===== src/rtl/microcore_defs.svh =====
// designator codes, field widths and reset values of the operand decoder
`ifndef MICROCORE_DEFS_SVH
`define MICROCORE_DEFS_SVH

// -------------------------------------------------------------------------
// field widths
// -------------------------------------------------------------------------
`define ALU_W      3
`define CORE_W     5
`define CNT_SEL_W  2
`define REL_W      5
`define IMM_HALF_W 8
`define DRV_W      8

// -------------------------------------------------------------------------
// 3-bit alu and gpr/immediate set codes
// -------------------------------------------------------------------------
`define ALU_GPR0    3'h0
`define ALU_GPR1    3'h1
`define ALU_GPR2    3'h2
`define ALU_GPR3    3'h3
`define ALU_GPR4    3'h4
`define ALU_IMM     3'h5
`define ALU_PROD_HI 3'h6
`define ALU_PROD_LO 3'h7

// -------------------------------------------------------------------------
// 5-bit core set codes (00000..00111 reuse the alu set)
// -------------------------------------------------------------------------
`define CORE_ALU_TOP  2'h0
`define CORE_ALU_COND 5'h08
`define CORE_AUX      5'h09
`define CORE_JT1      5'h0A
`define CORE_JT2      5'h0B
`define CORE_CTR1     5'h0C
`define CORE_CTR2     5'h0D
`define CORE_CTR3     5'h0E
`define CORE_CTR4     5'h0F
`define CORE_LIM1     5'h10
`define CORE_LIM2     5'h11
`define CORE_LIM3     5'h12
`define CORE_LIM4     5'h13
`define CORE_FLAG     5'h14
`define CORE_CTRL     5'h15
`define CORE_STATUS   5'h16
`define CORE_BD_DATA  5'h17
`define CORE_DAC1     5'h18
`define CORE_DAC2     5'h19
`define CORE_DAC3     5'h1A
`define CORE_DAC4     5'h1B
`define CORE_DAC5     5'h1C
`define CORE_BD_ADDR  5'h1D
`define CORE_IRQ_STAT 5'h1E
`define CORE_CH_COMM  5'h1F

// -------------------------------------------------------------------------
// jump target set and reset values
// -------------------------------------------------------------------------
`define JT_SEL_ONE 1'b0
`define JT_SEL_TWO 1'b1
`define RST_REL    5'h00
`define RST_BYTE   8'h00
`define RST_DRV    8'h00

`endif


===== src/rtl/microcore_pkg.sv =====
// types and set decode functions shared by the operand decoder files
package microcore_pkg;
  `include "microcore_defs.svh"

  typedef enum logic [5:0] {
    REG_NONE, REG_GPR0, REG_GPR1, REG_GPR2, REG_GPR3, REG_GPR4,
    REG_IMMEDIATE_WORD, REG_PRODUCT_HIGH, REG_PRODUCT_LOW,
    REG_ALU_CONDITION_WORD, REG_AUX, REG_JUMP_TARGET_ONE, REG_JUMP_TARGET_TWO,
    REG_COUNTER_ONE, REG_COUNTER_TWO, REG_COUNTER_THREE, REG_COUNTER_FOUR,
    REG_END_COUNT_ONE, REG_END_COUNT_TWO, REG_END_COUNT_THREE, REG_END_COUNT_FOUR,
    REG_FLAG, REG_CONTROL_WORD, REG_STATUS_BITS_WORD, REG_BACKDOOR_DATA,
    REG_DAC1, REG_DAC2, REG_DAC3, REG_DAC4, REG_DAC5,
    REG_BACKDOOR_ADDR, REG_IRQ_STATUS, REG_CHANNEL_COMM
  } regId_t;

  typedef enum logic [4:0] {
    OP_ADD, OP_ADDI, OP_MUL, OP_MULI, OP_AND, OP_IMM_LOAD_HIGH, OP_IMM_LOAD_LOW,
    OP_COPY, OP_JUMP_REL, OP_JUMP_FAR, OP_JUMP_TARGET_ONE_LOAD,
    OP_JUMP_TARGET_TWO_LOAD, OP_CNT_LOAD_ALU, OP_CNT_LOAD_RAM, OP_LOAD,
    OP_CALL_REL, OP_CALL_FAR, OP_IRET, OP_OTHER
  } opClass_t;

  typedef enum logic [2:0] {
    COND_ARITH, COND_CTRL, COND_FEEDBACK, COND_START, COND_STATUS,
    COND_CORE, COND_GENERIC, COND_ALWAYS
  } condFamily_t;

  typedef enum logic [1:0] {FN_NONE, FN_ADD, FN_MUL, FN_AND} aluFn_t;

  typedef struct packed {
    logic                   valid;
    logic                   illegal;
    regId_t                 srcA;
    regId_t                 srcB;
    regId_t                 dest;
    aluFn_t                 aluFn;
    logic                   prodWrite;
    logic                   immLoadHigh;
    logic                   immLoadLow;
    logic [`IMM_HALF_W-1:0] immByte;
    logic                   ramRead;
    logic                   counterLoad;
    logic                   driverSet;
    logic [`DRV_W-1:0]      driverBits;
    logic                   isJump;
    logic                   isCall;
    logic                   isReturn;
    logic                   targetFar;
    regId_t                 targetReg;
    logic [`REL_W-1:0]      relOffset;
    condFamily_t            condFamily;
  } state_t;

  function automatic regId_t aluSetDecode(input logic [`ALU_W-1:0] code);
    case (code)
      `ALU_GPR0:    aluSetDecode = REG_GPR0;
      `ALU_GPR1:    aluSetDecode = REG_GPR1;
      `ALU_GPR2:    aluSetDecode = REG_GPR2;
      `ALU_GPR3:    aluSetDecode = REG_GPR3;
      `ALU_GPR4:    aluSetDecode = REG_GPR4;
      `ALU_IMM:     aluSetDecode = REG_IMMEDIATE_WORD;
      `ALU_PROD_HI: aluSetDecode = REG_PRODUCT_HIGH;
      default:      aluSetDecode = REG_PRODUCT_LOW;
    endcase
  endfunction

  // product words are not reachable through this set
  function automatic regId_t gprImmDecode(input logic [`ALU_W-1:0] code);
    if (code > `ALU_IMM) begin
      gprImmDecode = REG_NONE;
    end else begin
      gprImmDecode = aluSetDecode(code);
    end
  endfunction

  function automatic regId_t jumpTargetDecode(input logic sel);
    jumpTargetDecode = (sel == `JT_SEL_TWO) ? REG_JUMP_TARGET_TWO : REG_JUMP_TARGET_ONE;
  endfunction
endpackage


===== src/rtl/core_operand_map.sv =====
// combinational map of a 5-bit core set designator onto a register
`timescale 1ns/1ps
`include "microcore_defs.svh"
module core_operand_map (
  input  wire logic [`CORE_W-1:0] code,
  output microcore_pkg::regId_t   regSel,
  output logic                    isCounter,
  output logic                    isDac
);
  import microcore_pkg::*;

  always_comb begin
    isCounter = 1'b0;
    isDac     = 1'b0;
    regSel    = REG_NONE;
    if (code[4:3] == `CORE_ALU_TOP) begin
      regSel = aluSetDecode(code[2:0]);
    end else begin
      case (code)
        `CORE_ALU_COND: regSel = REG_ALU_CONDITION_WORD;
        `CORE_AUX:      regSel = REG_AUX;
        `CORE_JT1:      regSel = REG_JUMP_TARGET_ONE;
        `CORE_JT2:      regSel = REG_JUMP_TARGET_TWO;
        `CORE_CTR1:     regSel = REG_COUNTER_ONE;
        `CORE_CTR2:     regSel = REG_COUNTER_TWO;
        `CORE_CTR3:     regSel = REG_COUNTER_THREE;
        `CORE_CTR4:     regSel = REG_COUNTER_FOUR;
        `CORE_LIM1:     regSel = REG_END_COUNT_ONE;
        `CORE_LIM2:     regSel = REG_END_COUNT_TWO;
        `CORE_LIM3:     regSel = REG_END_COUNT_THREE;
        `CORE_LIM4:     regSel = REG_END_COUNT_FOUR;
        `CORE_FLAG:     regSel = REG_FLAG;
        `CORE_CTRL:     regSel = REG_CONTROL_WORD;
        `CORE_STATUS:   regSel = REG_STATUS_BITS_WORD;
        `CORE_BD_DATA:  regSel = REG_BACKDOOR_DATA;
        `CORE_DAC1:     regSel = REG_DAC1;
        `CORE_DAC2:     regSel = REG_DAC2;
        `CORE_DAC3:     regSel = REG_DAC3;
        `CORE_DAC4:     regSel = REG_DAC4;
        `CORE_DAC5:     regSel = REG_DAC5;
        `CORE_BD_ADDR:  regSel = REG_BACKDOOR_ADDR;
        `CORE_IRQ_STAT: regSel = REG_IRQ_STATUS;
        `CORE_CH_COMM:  regSel = REG_CHANNEL_COMM;
        default:        regSel = REG_NONE;
      endcase
      isCounter = (code >= `CORE_CTR1) && (code <= `CORE_CTR4);
      isDac     = (code >= `CORE_DAC1) && (code <= `CORE_DAC5);
    end
  end
endmodule


===== src/rtl/microcore_operand_decoder.sv =====
// operand-field decoder and instruction classifier of the microcore
`timescale 1ns/1ps
`include "microcore_defs.svh"
module microcore_operand_decoder (
  input  wire logic                       ref_clk,
  input  wire logic                       rst,
  input  wire logic                       insnValid,
  input  wire microcore_pkg::opClass_t    opClass,
  input  wire microcore_pkg::condFamily_t condIn,
  input  wire logic [`ALU_W-1:0]          aluOpA,
  input  wire logic [`ALU_W-1:0]          aluOpB,
  input  wire logic [`ALU_W-1:0]          aluRes,
  input  wire logic [`ALU_W-1:0]          gprImmSel,
  input  wire logic [`CORE_W-1:0]         coreSrc,
  input  wire logic [`CORE_W-1:0]         coreDst,
  input  wire logic                       jumpSel,
  input  wire logic [`CNT_SEL_W-1:0]      cntSel,
  input  wire logic [`REL_W-1:0]          relIn,
  input  wire logic [`IMM_HALF_W-1:0]     immIn,
  input  wire logic [`DRV_W-1:0]          driverIn,
  output logic                            decValid,
  output logic                            decIllegal,
  output microcore_pkg::regId_t           srcA,
  output microcore_pkg::regId_t           srcB,
  output microcore_pkg::regId_t           dest,
  output microcore_pkg::aluFn_t           aluFn,
  output logic                            prodWrite,
  output logic                            immLoadHigh,
  output logic                            immLoadLow,
  output logic [`IMM_HALF_W-1:0]          immByte,
  output logic                            ramRead,
  output logic                            counterLoad,
  output logic                            driverSet,
  output logic [`DRV_W-1:0]               driverBits,
  output logic                            isJump,
  output logic                            isCall,
  output logic                            isReturn,
  output logic                            targetFar,
  output microcore_pkg::regId_t           targetReg,
  output logic [`REL_W-1:0]               relOffset,
  output microcore_pkg::condFamily_t      condFamily
);
  import microcore_pkg::*;

  // -----------------------------------------------------------------------
  // core set maps for the copy source and destination
  // -----------------------------------------------------------------------
  regId_t coreSrcReg;
  regId_t coreDstReg;

  core_operand_map srcMap (
    .code      (coreSrc),
    .regSel    (coreSrcReg),
    .isCounter (),
    .isDac     ()
  );

  core_operand_map dstMap (
    .code      (coreDst),
    .regSel    (coreDstReg),
    .isCounter (),
    .isDac     ()
  );

  // -----------------------------------------------------------------------
  // counter selection for the counter-load family
  // -----------------------------------------------------------------------
  function automatic regId_t counterDecode(input logic [`CNT_SEL_W-1:0] sel);
    case (sel)
      2'h0:    counterDecode = REG_COUNTER_ONE;
      2'h1:    counterDecode = REG_COUNTER_TWO;
      2'h2:    counterDecode = REG_COUNTER_THREE;
      default: counterDecode = REG_COUNTER_FOUR;
    endcase
  endfunction

  // -----------------------------------------------------------------------
  // state
  // -----------------------------------------------------------------------
  state_t s_q;
  state_t s_d;
  regId_t aluA;
  regId_t aluB;
  regId_t aluR;
  regId_t gprImm;

  assign aluA   = aluSetDecode(aluOpA);
  assign aluB   = aluSetDecode(aluOpB);
  assign aluR   = aluSetDecode(aluRes);
  assign gprImm = gprImmDecode(gprImmSel);

  // -----------------------------------------------------------------------
  // classification
  // -----------------------------------------------------------------------
  always_comb begin
    s_d             = '0;
    s_d.srcA        = REG_NONE;
    s_d.srcB        = REG_NONE;
    s_d.dest        = REG_NONE;
    s_d.targetReg   = REG_NONE;
    s_d.aluFn       = FN_NONE;
    s_d.condFamily  = COND_ALWAYS;
    s_d.immByte     = s_q.immByte;
    s_d.driverBits  = s_q.driverBits;
    s_d.relOffset   = s_q.relOffset;
    s_d.valid       = insnValid;

    if (insnValid) begin
      case (opClass)
        OP_ADD: begin
          s_d.srcA  = aluA;
          s_d.srcB  = aluB;
          s_d.dest  = aluR;
          s_d.aluFn = FN_ADD;
        end

        OP_ADDI: begin
          s_d.srcA  = aluA;
          s_d.srcB  = REG_IMMEDIATE_WORD;
          s_d.dest  = aluR;
          s_d.aluFn = FN_ADD;
        end

        OP_MUL: begin
          s_d.srcA      = aluA;
          s_d.srcB      = aluB;
          s_d.dest      = REG_PRODUCT_HIGH;
          s_d.aluFn     = FN_MUL;
          s_d.prodWrite = 1'b1;
        end

        OP_MULI: begin
          s_d.srcA      = aluA;
          s_d.srcB      = REG_IMMEDIATE_WORD;
          s_d.dest      = REG_PRODUCT_HIGH;
          s_d.aluFn     = FN_MUL;
          s_d.prodWrite = 1'b1;
        end

        OP_AND: begin
          s_d.srcA  = aluA;
          s_d.srcB  = REG_IMMEDIATE_WORD;
          s_d.dest  = aluR;
          s_d.aluFn = FN_AND;
        end

        OP_IMM_LOAD_HIGH: begin
          s_d.dest        = REG_IMMEDIATE_WORD;
          s_d.immLoadHigh = 1'b1;
          s_d.immByte     = immIn;
        end

        OP_IMM_LOAD_LOW: begin
          s_d.dest       = REG_IMMEDIATE_WORD;
          s_d.immLoadLow = 1'b1;
          s_d.immByte    = immIn;
        end

        OP_COPY: begin
          s_d.srcA = coreSrcReg;
          s_d.dest = coreDstReg;
        end

        OP_JUMP_REL: begin
          s_d.isJump     = 1'b1;
          s_d.condFamily = condIn;
          s_d.relOffset  = relIn;
        end

        OP_JUMP_FAR: begin
          s_d.isJump     = 1'b1;
          s_d.condFamily = condIn;
          s_d.targetFar  = 1'b1;
          s_d.targetReg  = jumpTargetDecode(jumpSel);
        end

        OP_JUMP_TARGET_ONE_LOAD: begin
          s_d.srcA = coreSrcReg;
          s_d.dest = REG_JUMP_TARGET_ONE;
        end

        OP_JUMP_TARGET_TWO_LOAD: begin
          s_d.srcA = coreSrcReg;
          s_d.dest = REG_JUMP_TARGET_TWO;
        end

        OP_CNT_LOAD_ALU: begin
          // a product code here has no register behind it
          s_d.srcA        = gprImm;
          s_d.dest        = counterDecode(cntSel);
          s_d.counterLoad = 1'b1;
          s_d.driverSet   = 1'b1;
          s_d.driverBits  = driverIn;
          s_d.illegal     = (gprImm == REG_NONE);
        end

        OP_CNT_LOAD_RAM: begin
          s_d.dest        = counterDecode(cntSel);
          s_d.ramRead     = 1'b1;
          s_d.counterLoad = 1'b1;
          s_d.driverSet   = 1'b1;
          s_d.driverBits  = driverIn;
        end

        OP_LOAD: begin
          s_d.dest    = coreDstReg;
          s_d.ramRead = 1'b1;
        end

        OP_CALL_REL: begin
          s_d.isCall    = 1'b1;
          s_d.relOffset = relIn;
        end

        OP_CALL_FAR: begin
          s_d.isCall    = 1'b1;
          s_d.targetFar = 1'b1;
          s_d.targetReg = jumpTargetDecode(jumpSel);
        end

        OP_IRET: begin
          s_d.isReturn = 1'b1;
        end

        OP_OTHER: begin
          // peripheral instructions pass through with no operand decode
          s_d.srcA = REG_NONE;
        end

        default: begin
          s_d.illegal = 1'b1;
        end
      endcase
    end
  end

  // -----------------------------------------------------------------------
  // register
  // -----------------------------------------------------------------------
  always_ff @(posedge ref_clk) begin
    if (rst) begin
      s_q            <= '0;
      s_q.srcA       <= REG_NONE;
      s_q.srcB       <= REG_NONE;
      s_q.dest       <= REG_NONE;
      s_q.targetReg  <= REG_NONE;
      s_q.aluFn      <= FN_NONE;
      s_q.condFamily <= COND_ALWAYS;
      s_q.immByte    <= `RST_BYTE;
      s_q.driverBits <= `RST_DRV;
      s_q.relOffset  <= `RST_REL;
    end else begin
      s_q <= s_d;
    end
  end

  // -----------------------------------------------------------------------
  // outputs, all from the state register
  // -----------------------------------------------------------------------
  assign decValid    = s_q.valid;
  assign decIllegal  = s_q.illegal;

  assign srcA        = s_q.srcA;
  assign srcB        = s_q.srcB;
  assign dest        = s_q.dest;
  assign aluFn       = s_q.aluFn;

  assign prodWrite   = s_q.prodWrite;
  assign immLoadHigh = s_q.immLoadHigh;
  assign immLoadLow  = s_q.immLoadLow;
  assign immByte     = s_q.immByte;

  assign ramRead     = s_q.ramRead;
  assign counterLoad = s_q.counterLoad;
  assign driverSet   = s_q.driverSet;
  assign driverBits  = s_q.driverBits;

  assign isJump      = s_q.isJump;
  assign isCall      = s_q.isCall;
  assign isReturn    = s_q.isReturn;
  assign targetFar   = s_q.targetFar;
  assign targetReg   = s_q.targetReg;
  assign relOffset   = s_q.relOffset;
  assign condFamily  = s_q.condFamily;
endmodule


===== config.mk =====
export PLATFORM = sky130hd
export DESIGN_NAME = microcore_operand_decoder
export DESIGN_NICKNAME = d
export VERILOG_FILES = /design/src/rtl/microcore_pkg.sv /design/src/rtl/core_operand_map.sv /design/src/rtl/microcore_operand_decoder.sv
export VERILOG_INCLUDE_DIRS = /design/src /design/src/rtl
export SDC_FILE = /design/constraint.sdc
export NUM_CORES = 1
export LEC_CHECK = 0
export BUFFER_PORTS_ARGS = -buffer_cell sky130_fd_sc_hd__buf_2
export CORE_ASPECT_RATIO = 1.2
export CORE_MARGIN = 2
export CORE_UTILIZATION = 44
export CTS_BUF_LIST = sky130_fd_sc_hd__clkbuf_8
export CTS_CLUSTER_DIAMETER = 50
export DETAILED_ROUTE_END_ITERATION = 10
export PLACE_DENSITY = 0.83
export SYNTH_ARGS = -nofsm -noshare
export SYNTH_HDL_FRONTEND = slang
export SYNTH_SLANG_ARGS = --single-unit

===== constraint.sdc =====
create_clock -name ref_clk -period 1.8 [get_ports ref_clk]
set_input_delay 0.27 -clock ref_clk [delete_from_list [all_inputs] [get_ports ref_clk]]
set_output_delay 0.27 -clock ref_clk [all_outputs]
set_load 0.005 [all_outputs]

After elaboration in Yosys (flattened, before gate mapping)
Memory sizes are Yosys's and may differ from the RTL's.
Index checks and enable logic that the tools add are counted.
Storage, ports and cells
  register bits: 62
  ROM bits: 384
  input bits: 57
  logic and storage cells: 141
  memories kept: 2
Memories
  (no name shown): words 32, bits a word 6, rd ports 1, clocked after Yosys merged registers in 0, write ports 0, line core_operand_map.sv:19  | case (code)
  (no name shown): words 32, bits a word 6, rd ports 1, clocked after Yosys merged registers in 0, write ports 0, line core_operand_map.sv:19
Cells by class
  order comparisons: 1
  equal/unequal tests: 56
  mux-type cells: 25
  bitwise operators: 3
  reduce and logical (&&, ||, !) cells: 33
Operator list (number)
  $pmux W4 S7: 6
  $eq A3 B3 Y1 const B: 18
  $pmux W6 S7: 1
  $eq A5 B4 Y1 const B: 8
  $eq A3 B2 Y1 const B: 12
  $reduce_or A2 Y1: 12
  $eq A5 B3 Y1 const B: 4
  $eq A3 B1 Y1 const B: 6
  $logic_not A3 Y1: 6
  $pmux W6 S3: 1
  $reduce_or A18 Y1: 1
  $eq A5 B5 Y1 const B: 3
  $pmux W5 S3: 1
  $reduce_or A3 Y1: 5
  $mux W6: 2
  $pmux W6 S2: 1
  $eq A5 B2 Y1 const B: 2
  $mux W10: 1
  $mux W1: 7
  $mux W7: 1
  $logic_not A2 Y1: 3
  $logic_not A6 Y1: 1
  $pmux W2 S3: 1
  $reduce_and A2 Y1: 3
  10 further kinds: 12

Depth between registers and ports, before layout
Gate-level depths: netlist of run 1.
  depth in word-level cells: 5
  gate-level depth with buffers: 6

Cells and area by module
Synthesis of run 1 repeated with hierarchy kept, for this count alone.
Second synthesis, totals
  cell total of the unflattened synthesis: 330
  area, all modules: 2882.8 sq um
Modules (own cells, without submodules)
  microcore_operand_decoder: times used 1, cells each 268, area an instance 2444.8 sq um, seq. area each 1121.1 sq um
  core_operand_map (srcMap): times used 1, cells each 32, area an instance 224.0 sq um, seq. area each 0.0 sq um
  core_operand_map (dstMap): times used 1, cells each 30, area an instance 214.0 sq um, seq. area each 0.0 sq um

Worst setup path before layout of run 1
OpenSTA, ideal clock, no wires.
  path kind: input to register
  from: input port coreDst[0]
  to: register dest[0] (netlist name)
  setup time: 0.120 ns
  arrival: 1.596 ns
  required time: 1.680 ns
  path slack: 0.084 ns
  stages on the path: 6
  cells stage by stage: inv_1 -> ha_1 -> or3_4 -> or4_1 -> a32oi_1 -> a21oi_1
Between the ends
  longest elaborated chain between the ends: 4
  elaborated cells between the ends (all ways): 11
  classes of those cells: 6 x eq/ne; 3 x mux; 1 x reduce/logical; 1 x memory
RTL lines
  start, declared: line microcore_operand_decoder.sv:15  | input wire logic [`CORE_W-1:0] coreDst,
  parallel branches: the longest is 2 deep, another holds $mem_v2 Z32 W6
  $mux W6 (*): line core_operand_map.sv:16  | if (code[4:3] == `CORE_ALU_TOP) begin
  $pmux W6 S7 (*): line microcore_operand_decoder.sv:109  | case (opClass)
Mark *: on every way between the ends.
A chain may end at the register's enable or synchronous reset.

Worst setup path in the final report of run 1
  from: input port coreDst[0]
  to: register dest[0] (netlist name)
Between the ends
  longest elaborated chain between the ends: 4
  elaborated cells between the ends (all ways): 11
  classes of those cells: 6 x eq/ne; 3 x mux; 1 x reduce/logical; 1 x memory
RTL lines (line)
  parallel branches: the longest is 2 deep, another holds $mem_v2 Z32 W6
  $mux W6 (*): core_operand_map.sv:16
  $pmux W6 S7 (*): microcore_operand_decoder.sv:109
Marks and branches as above.

==> key figures, run 1 <==
Drt
  – Vias post-DR: 2,576
  – Iteration-0 DRC Markers: 114
  – Wire length per cell: 13.03 um
  – TritonRoute pass-1 iters: 4
  – ANT nets after route: 0
  – Total wire length: 6.604 mm
  – Remaining DRCs: 0
  – Vias per cell: 5.081

Clock network
  – Post-cts resize count: 0
  – Clock sinks: 56
  – Root buffer cell: clkbuf_8
  – Num CTS Buffers: 5
  – CTS tree: done
  – Hold-fix buffers at CTS: 0
  – H-tree Lvls: 2
  – Setup Buffers After CTS: 0
  – Reg clk slew, reported paths: 0.10 ns
  – Max clock buf depth: 2
  – Worst-Skew Late Latency: 0.31 ns

Critical path
  – Crit path depth: 7
  – Flop-to-flop setup slack: 1.19 ns
  – CP arrival: 1.78 ns
  – Critical path type: input pin to flip-flop
  – R2R depth: 2
  – Max stage delay on crit path: 0.49 ns
  – Worst setup path endpoint: dest[0]$_SDFF_PP0_
  – Crit-path slowest cell: or4_1
  – Crit-path cells: buf_2 -> inv_1 -> ha_1 -> or3_4 -> or4_1 -> a32oi_1 -> a21oi_1
  – Crit. End Element: flip-flop
  – Launching point of the worst reg2reg path: immByte[0]$_SDFFE_PP0P_
  – Setup crit start: coreDst[0]
  – Crit path launch type: input pin
  – Worst EP required: 2.00 ns
  – CP max FO: 3
  – Worst R2R End: immByte[0]$_SDFFE_PP0P_
  – Cell family with most CP delay: simple AND/OR/NAND/NOR gates
  – CP bufs+invs: 2

Global route
  – Number of global-route vias before repair: 2,502
  – Antenna violations before repair: 0
  – Global-route wire length before repair: 10.66 mm
  – Largest net degree at the start of global routing: 22
  – Tot GR Track Use: 19.56%
  – GRT overflow: 0

Placement
  – Port Buf Inserts: 114
  – Routability cong.: 0.8643
  – Final HPWL DP: 5.122 mm

Synthesis
  – Post-synthesis compound-gate area fraction: 13.08%
  – Synth warn: 0
  – Synth unique cells: 56
  – Main combinational cell family by area after synthesis: simple AND/OR/NAND/NOR gates
  – Number of flops mapped to enable cells by yosys: 0
  – Ys flop type: dfxtp_1
  – Top-area cell type share of the netlist area: 41.42%
  – Post-Synthesis Cells: 306
  – FFs w/ async S/R, synth: 0%
  – Adder-Cell Fraction of Synth Area: 6.010%
  – Post-synthesis xor/xnor area fraction: 2.589%
  – Mux cell area share after synthesis: 8.969%
  – Post-Syn Area: 2706 sq um
  – Synth Register Bits: 56
  – Sequential share of the synthesized area: 41.42%
  – Mean Syn Cell Area: 8.844 sq um
  – Area leader, netlist: dfxtp_1
  – Area share of and/or/nand/nor cells after synthesis: 22.01%
  – Top cells by area, synth: dfxtp_1 41%, mux2i_1 8.1%, ha_1 6.0%

STA
  – Final-report hold violation count: 0
  – Setup TNS: 0 ns
  – Clock Skews: 0 ns
  – Max Freq: 632.4 MHz
  – Pins Over Slew Limit: 0
  – Max_slew headroom: 67.41%
  – RSZ-0062 raised after global routing: false
  – Finish-stage setup viols: 0
  – Period minus WS final: 1.581 ns
  – Part of the cycle the worst path needs: 87.85%
  – Slew of the pin with the lowest slew margin: 0.4766 ns

Power
  – Worst VDD drop: 0.0004721 V
  – Cell Pwr Density: 663.8 nW/um^2
  – Lkg Pwr: 1.716 nW

Min path
  – Min-delay worst type: input pin to flip-flop

Final layout
  – Utilization after layout: 58.19%
  – Layout cell share with drive strength beyond 1: 33.88%
  – Antenna Cells: 0
  – Nets: 494
  – Area Growth Syn to Fin: 28.43%
  – # fillers: 576

Floorplanning
  – Core area: 5973 sq um
  – Horiz. Die Dim: 75.60 um
  – Die Ht: 89.91 um
  – Row count: 31
  – Starting Density: 45.31%
  – Die area: 6797 sq um
  – I/O Pins: 119

Status
  – Status: completed

Job
  – MaxCap Viol Count: 0
[power breakdown]
group          internal (W)  leakage, nW  switching [W]
logic              0.000153         1.21       0.000193
clock network      0.000280       0.0485       0.000421
registers           0.00126        0.453     0.00000549
total               0.00169         1.72       0.000619
[worst register-to-register path, cell delays in order (launching register included)]
cell and delay [ns]:
dfxtp_1 0.32, mux2i_1 0.13, nor2_1 0.06
[cells in the final DEF, fill, tap and decap left out, types with 5 or more instances in the layout]
master | synthesis | layout
and3_1 | 6 | 6
clkbuf_8 | 0 | 5
nand2b_1 | 7 | 7
mux2i_1 | 22 | 22
inv_1 | 10 | 10
nand3_1 | 10 | 10
nor2b_1 | 7 | 7
ha_1 | 13 | 13
a21oi_1 | 11 | 11
dfxtp_1 | 56 | 56
buf_2 | 8 | 114
buf_4 | 7 | 14
nand2_1 | 22 | 22
o21ai_1 | 7 | 7
nor3_1 | 7 | 7
o21ai_0 | 6 | 6
nor2_1 | 40 | 40
[sequential cells by signal, indices dropped and copies added (netlist names)]
name and flops:
dest 6, immLoadLow 1, aluFn 2, condFamily 3, immByte 8, decIllegal 1
isJump 1, immLoadHigh 1, isCall 1, relOffset 5, isReturn 1, targetReg 3
targetFar 1, srcB 4, driverBits 8, prodWrite 1, counterLoad 1, decValid 1
ramRead 1, srcA 6
[cell usage after synthesis, types with 2 or more instances]
cell and count:
nand4_1 3, o31ai_1 2, o211ai_1 4, a211oi_1 2
o311a_1 2, a22oi_1 3, nor2_1 40, dfxtp_1 56
o21ai_1 7, mux2i_1 22, buf_4 7, a21oi_1 11
buf_2 8, and3_1 6, clkbuf_1 4, ha_1 13
nand2b_1 7, o21ai_0 6, xnor2_1 4, nand2_1 22
nand3b_1 2, or2_1 3, nor2b_1 7, inv_2 2
xor2_1 4, and2_1 3, nor3_1 7, a31oi_1 3
inv_1 10, nand3_1 10
[logic make-up after synthesis]
family,Yosys count
and+or+nand+nor,119
DFF,56
AOI/OAI and AO/OA,53
buffers and inverters,32
muxes,24
adders and majority gates,13
xor gates and xnor gates,8
other,1
[cell type report]
class,count,area (sq um),share of cell area (%)
sequential,56,1121,32.25
multi-input combinational,221,1440,41.43
inverter,12,45.04,1.296
clock buffer,5,68.82,1.980
tap,82,102.6,2.952
timing repair buffer,128,675.6,19.44
clock inverter,3,22.52,0.6479
[layer usage]
metal  global-route usage [%]  wire [um]
met1                    23.01       2638
met2                    32.61       3295
met3                    6.502        565
met5                        0          0
met4                    6.433        104
[worst min path at each step]
stage          startpoint                 endpoint  slack [ns]  depth (start not counted)
6_report          jumpSel  targetReg[1]$_SDFF_PP0_        0.12                          2
5_1_grt           jumpSel  targetReg[1]$_SDFF_PP0_        0.12                          2
4_1_cts           jumpSel  targetReg[1]$_SDFF_PP0_        0.12                          2
3_5_place_dp      jumpSel  targetReg[1]$_SDFF_PP0_        0.45                          2
3_3_place_gp      jumpSel  targetReg[1]$_SDFF_PP0_        0.44                          2
2_1_floorplan     jumpSel  targetReg[1]$_SDFF_PP0_        0.34                          1
[metrics by stage]
| stage | total power, W | instances | setup WS (ns) | hold WS (ns) | instance area, sq um |
|---|---|---|---|---|---|
| 2_1_floorplan | 0.001482 | 309 | 0.08440 | 0.3416 | 2718 |
| 3_3_place_gp | 0.001621 | 499 | -0.05499 | 0.4420 | 3385 |
| 3_5_place_dp | 0.001632 | 499 | -0.09265 | 0.4492 | 3385 |
| 4_1_cts | 0.002324 | 507 | 0.2381 | 0.1193 | 3476 |
| 5_1_grt | 0.002416 | 507 | 0.1944 | 0.1153 | 3476 |
| 6_report | 0.002307 | 507 | 0.2187 | 0.1225 | 3476 |
(Power assumes the default switching activity.)
==> run 2, diff against run 1 <==
Settings changed: CORE_ASPECT_RATIO 1.2 to 1.75.
==> key figures, run 2 (synthesized netlist as in run 1, its figures left out) <==
Status
  – Status: completed

Drt
  – Wire length per cell: 13.32 um
  – Iteration-0 DRC Markers: 133
  – WL met1: 2.360 mm
  – ANT nets after route: 0
  – TritonRoute pass-1 iters: 6
  – Highest metal used: met4
  – Total wire length: 6.673 mm
  – Remaining DRCs: 0
  – Metal2 WL: 3.710 mm
  – Vias post-DR: 2,562
  – Metal3 WL: 436 um
  – Vias per cell: 5.114

STA
  – Final Worst Setup Slack: 0.1694 ns
  – Period minus WS final: 1.631 ns
  – Finish-stage setup viols: 0
  – RSZ-0062 raised after global routing: false
  – Clock Skews: 0 ns
  – Pins Over Slew Limit: 0
  – Max Freq: 613.3 MHz
  – Part of the cycle the worst path needs: 90.59%
  – Final-report hold violation count: 0
  – Hold slack: 0.1338 ns

Clock network
  – Root buffer cell: clkbuf_8
  – Clock sinks: 56
  – Setup Buffers After CTS: 0
  – Num CTS Buffers: 5
  – Post-cts resize count: 0
  – Worst-Skew Late Latency: 0.31 ns
  – H-tree Lvls: 2
  – CTS tree: done
  – Reg clk slew, reported paths: 0.10 ns
  – Hold-fix buffers at CTS: 0
  – Max clock buf depth: 2

Placement
  – Final HPWL DP: 5.336 mm
  – Routability cong.: 0.8429
  – Port Buf Inserts: 114
  – Placement Setup Slack: -0.1412 ns

Power
  – Cell Int Power: 0.001685 W
  – Clock share of power: 30.0%
  – Flop pwr share: 55.0%
  – Worst VDD drop: 0.0004160 V
  – NetSw: 0.0006072 W
  – Lkg Pwr: 1.706 nW
  – Cell Pwr Density: 663.4 nW/um^2
  – Sw Ratio: 26.49%
  – Combinational Power Share: 15.0%

Job
  – MaxCap Viol Count: 0

Floorplanning
  – Starting Density: 45.67%
  – Die Ht: 107.8 um
  – Die area: 6819 sq um
  – Horiz. Die Dim: 63.29 um
  – Row count: 37
  – I/O Pins: 119
  – Core area: 5926 sq um

Min path
  – Hold Path Origin: condIn[1]
  – Min-delay worst type: input pin to flip-flop
  – Worst hold path depth: 2
  – Hold Crit Endpoint: condFamily[1]$_SDFF_PP1_

Critical path
  – CP bufs+invs: 2
  – Cell family with most CP delay: simple AND/OR/NAND/NOR gates
  – R2R depth: 2
  – Worst R2R End: relOffset[2]$_SDFFE_PP0P_
  – Crit-path slowest cell: or4_1
  – Critical path type: input pin to flip-flop
  – Launching point of the worst reg2reg path: relOffset[2]$_SDFFE_PP0P_
  – Crit path launch type: input pin
  – Max stage delay on crit path: 0.50 ns
  – Flop-to-flop setup slack: 1.17 ns
  – Worst EP required: 2.00 ns
  – Crit-path cells: buf_2 -> inv_1 -> ha_1 -> or3_4 -> or4_1 -> a32oi_1 -> a21oi_1
  – CP max FO: 3
  – Crit. End Element: flip-flop
  – CP arrival: 1.83 ns

Final layout
  – Antenna Cells: 0
  – Most frequent cells in the layout: 114 x buf_2, 56 x dfxtp_1, 40 x nor2_1
  – Utilization after layout: 58.32%
  – Area Growth Syn to Fin: 27.69%
  – Layout cell share with drive strength beyond 1: 33.57%
  – Nets: 492
  – Regs by FF count: driverBits: 8 flops, immByte: 8 flops
  – Most common cell after layout, fill and taps aside: buf_2
  – # fillers: 589

Global route
  – Antenna violations before repair: 0
  – Largest net degree at the start of global routing: 22
  – GRT overflow: 0
  – Number of global-route vias before repair: 2,453
  – Global-route wire length before repair: 10.41 mm
  – Tot GR Track Use: 19.18%
run 2: cell types whose count changed in the layout (fill, tap and decap cells not counted):
cell / delta
buf_4: -2
run 2: worst max-delay path by stage:
stage	from	to	slack, ns	cells past startpoint
5_1_grt	coreDst[0]	dest[0]$_SDFF_PP0_	0.11	7
2_1_floorplan	coreDst[0]	dest[0]$_SDFF_PP0_	0.08	6
4_1_cts	coreDst[0]	dest[0]$_SDFF_PP0_	0.19	7
3_5_place_dp	coreDst[0]	dest[0]$_SDFF_PP0_	-0.14	7
6_report	coreDst[0]	dest[0]$_SDFF_PP0_	0.17	7
3_3_place_gp	coreDst[0]	dest[0]$_SDFF_PP0_	-0.07	7
run 2: per-stage QoR:
step	instances	area [sq um]	total power, W	setup TNS, ns
after floorplan	309	2718	0.001482	0
after global placement	493	3364	0.001620	-0.06587
after detailed placement	493	3364	0.001632	-0.1412
after CTS	501	3456	0.002313	0
after global routing	501	3456	0.002393	0
final	501	3456	0.002293	0
run 2: power by group through the flow:
stage                     Combinational, W  Sequential (W)  Clock, W
after floorplan                   0.000190         0.00129         0
after detailed placement          0.000342         0.00129         0
after global routing              0.000382         0.00126  0.000748
after global placement            0.000330         0.00129         0
after CTS                         0.000344         0.00126  0.000708
final                             0.000344         0.00126  0.000688
run 2: final cells by class:
type,count,area [sq um],share of cell area [%]
timing repair buffer,126,660.6,19.12
clock buffer,5,68.82,1.991
clock inverter,3,22.52,0.6517
sequential,56,1121,32.44
inverter,12,45.04,1.303
tap,78,97.59,2.824
multi-input combinational,221,1440,41.67
run 2: per-layer routing:
layer  GRT usage, %  vias to the layer above
li1               -                     1279
met1          18.55                     1162
met2          37.31                      106
met3          4.289                       15
met4          9.317                        0
met5              0                        -
==> run 3, diff against run 2 <==
Settings changed: CORE_UTILIZATION 44 to 45, PLACE_DENSITY 0.83 to 0.84, SYNTH_HIERARCHICAL from default to 1.
==> key figures, run 3 <==
Status
  – Status: completed

Synthesis
  – Post-Syn Area: 2841 sq um
  – Mean Syn Cell Area: 8.770 sq um
  – Post-Synthesis Cells: 324
  – Synth warn: 6

Clock network
  – Setup Buffers After CTS: 0
  – Max clock buf depth: 2
  – Hold-fix buffers at CTS: 0
  – Reg clk slew, reported paths: 0.10 ns
  – H-tree Lvls: 2
  – Clock sinks: 56
  – Num CTS Buffers: 5
  – Worst-Skew Late Latency: 0.32 ns
  – Post-cts resize count: 0
  – CTS tree: done
  – Root buffer cell: clkbuf_8

Floorplanning
  – Die area: 6991 sq um
  – Row count: 38
  – I/O Pins: 119
  – Core area: 6133 sq um
  – Horiz. Die Dim: 64.07 um
  – Die Ht: 109.1 um
  – Starting Density: 46.33%

Drt
  – Total wire length: 7.025 mm
  – Vias per cell: 4.992
  – Vias post-DR: 2,611
  – Remaining DRCs: 0
  – Wire length per cell: 13.43 um
  – TritonRoute pass-1 iters: 4
  – ANT nets after route: 0
  – Iteration-0 DRC Markers: 152

Global route
  – GRT overflow: 0
  – Largest net degree at the start of global routing: 23
  – Tot GR Track Use: 19.82%
  – Antenna violations before repair: 0
  – Number of global-route vias before repair: 2,468
  – Global-route wire length before repair: 10.90 mm

Placement
  – Port Buf Inserts: 114
  – Routability cong.: 0.9052
  – Placed Cells incl. Taps: 515
  – Final HPWL DP: 5.467 mm
  – Placed Area: 3487 sq um

Final layout
  – Layout Cells excl Fill: 523
  – Most common cell after layout, fill and taps aside: buf_2
  – Most frequent cells in the layout: 114 x buf_2, 56 x dfxtp_1, 42 x nor2_1
  – Antenna Cells: 0
  – Area Growth Syn to Fin: 25.85%
  – # fillers: 539
  – Final Instance Area: 3576 sq um
  – Nets: 512
  – Layout cell share with drive strength beyond 1: 36.57%
  – Regs by FF count: driverBits: 8 flops, immByte: 8 flops

Critical path
  – Worst R2R End: immByte[6]$_SDFFE_PP0P_
  – Critical path type: input pin to flip-flop
  – Setup crit start: coreDst[0]
  – CP max FO: 3
  – Crit. End Element: flip-flop
  – Crit-path slowest cell: or4_4
  – R2R depth: 2
  – Crit-path cells: buf_2 -> inv_2 -> ha_2 -> or4_4 -> o211ai_1 -> o21ai_1 -> nor2b_1 -> o21ai_1 -> o221ai_1 -> a31oi_1
  – CP dominant cell by count: o21ai_1
  – Worst EP required: 2.01 ns
  – Crit path launch type: input pin
  – Max stage delay on crit path: 0.54 ns
  – CP arrival: 1.86 ns
  – Flop-to-flop setup slack: 1.16 ns
  – Launching point of the worst reg2reg path: immByte[6]$_SDFFE_PP0P_

STA
  – Max Freq: 603.7 MHz
  – Part of the cycle the worst path needs: 92.02%
  – Clock Skews: 0 ns
  – Pins Over Slew Limit: 0
  – Finish-stage setup viols: 0
  – Hold slack: 0.1007 ns
  – Final-report hold violation count: 0
  – RSZ-0062 raised after global routing: false
  – Period minus WS final: 1.656 ns

Job
  – MaxCap Viol Count: 0

Min path
  – Hold Path Origin: jumpSel
  – Min-delay worst type: input pin to flip-flop
  – Worst hold path depth: 2
  – Hold Crit Endpoint: targetReg[1]$_SDFF_PP0_

Power
  – Lkg Pwr: 1.763 nW
  – Worst VDD drop: 0.0004864 V
  – Cell Pwr Density: 650.7 nW/um^2
## run 3: worst max-delay path by stage
stage	slack, ns	endpoint
floorplan	0.02	dest[2]$_SDFF_PP0_
global placement	-0.14	dest[2]$_SDFF_PP0_
detailed placement	-0.20	dest[2]$_SDFF_PP0_
CTS	0.14	dest[2]$_SDFF_PP0_
global route	0.02	dest[2]$_SDFF_PP0_
finish	0.14	dest[2]$_SDFF_PP0_
## run 3: per-layer routing
layer  track usage (%)  part of all wire, %
met1             20.44                   37
met2             37.28                   56
met3             3.509                  4.6
met4             10.40                  2.2
met5                 0                    0
## run 3: final cells by class
cell class | instances | area [sq um] | share of cell area, %
multi-input cells | 230 | 1493 | 41.74
flip-flops and latches | 56 | 1121 | 31.35
repair buffers | 133 | 713.2 | 19.94
well taps | 80 | 100.1 | 2.799
clock buffers | 5 | 68.82 | 1.924
inverters | 16 | 60.06 | 1.679
clock inverters | 3 | 20.02 | 0.5598
## run 3: worst max-delay path, delay by kind of cell
family,cells,cell delay [ns]
buf+inv,2,0.13
fa+ha+maj,1,0.17
simple gates,2,0.65
compound gates,5,0.63
## run 3: metrics by stage
| step | TNS, ns | total power (W) | setup slack [ns] | util [%] |
|---|---|---|---|---|
| final | 0 | 0.002327 | 0.1436 | 58.30 |
| after CTS | 0 | 0.002348 | 0.1440 | 58.30 |
| after global routing | 0 | 0.002435 | 0.01961 | 58.30 |
| after detailed placement | -0.3753 | 0.001662 | -0.2037 | 56.85 |
| after global placement | -0.2315 | 0.001649 | -0.1389 | 56.85 |
| after floorplan | 0 | 0.001521 | 0.01556 | - |
## run 3: power breakdown
group	internal [W]	switching (W)
clock network	0.000272	0.000420
registers	0.00125	0.00000529
logic	0.000167	0.000209
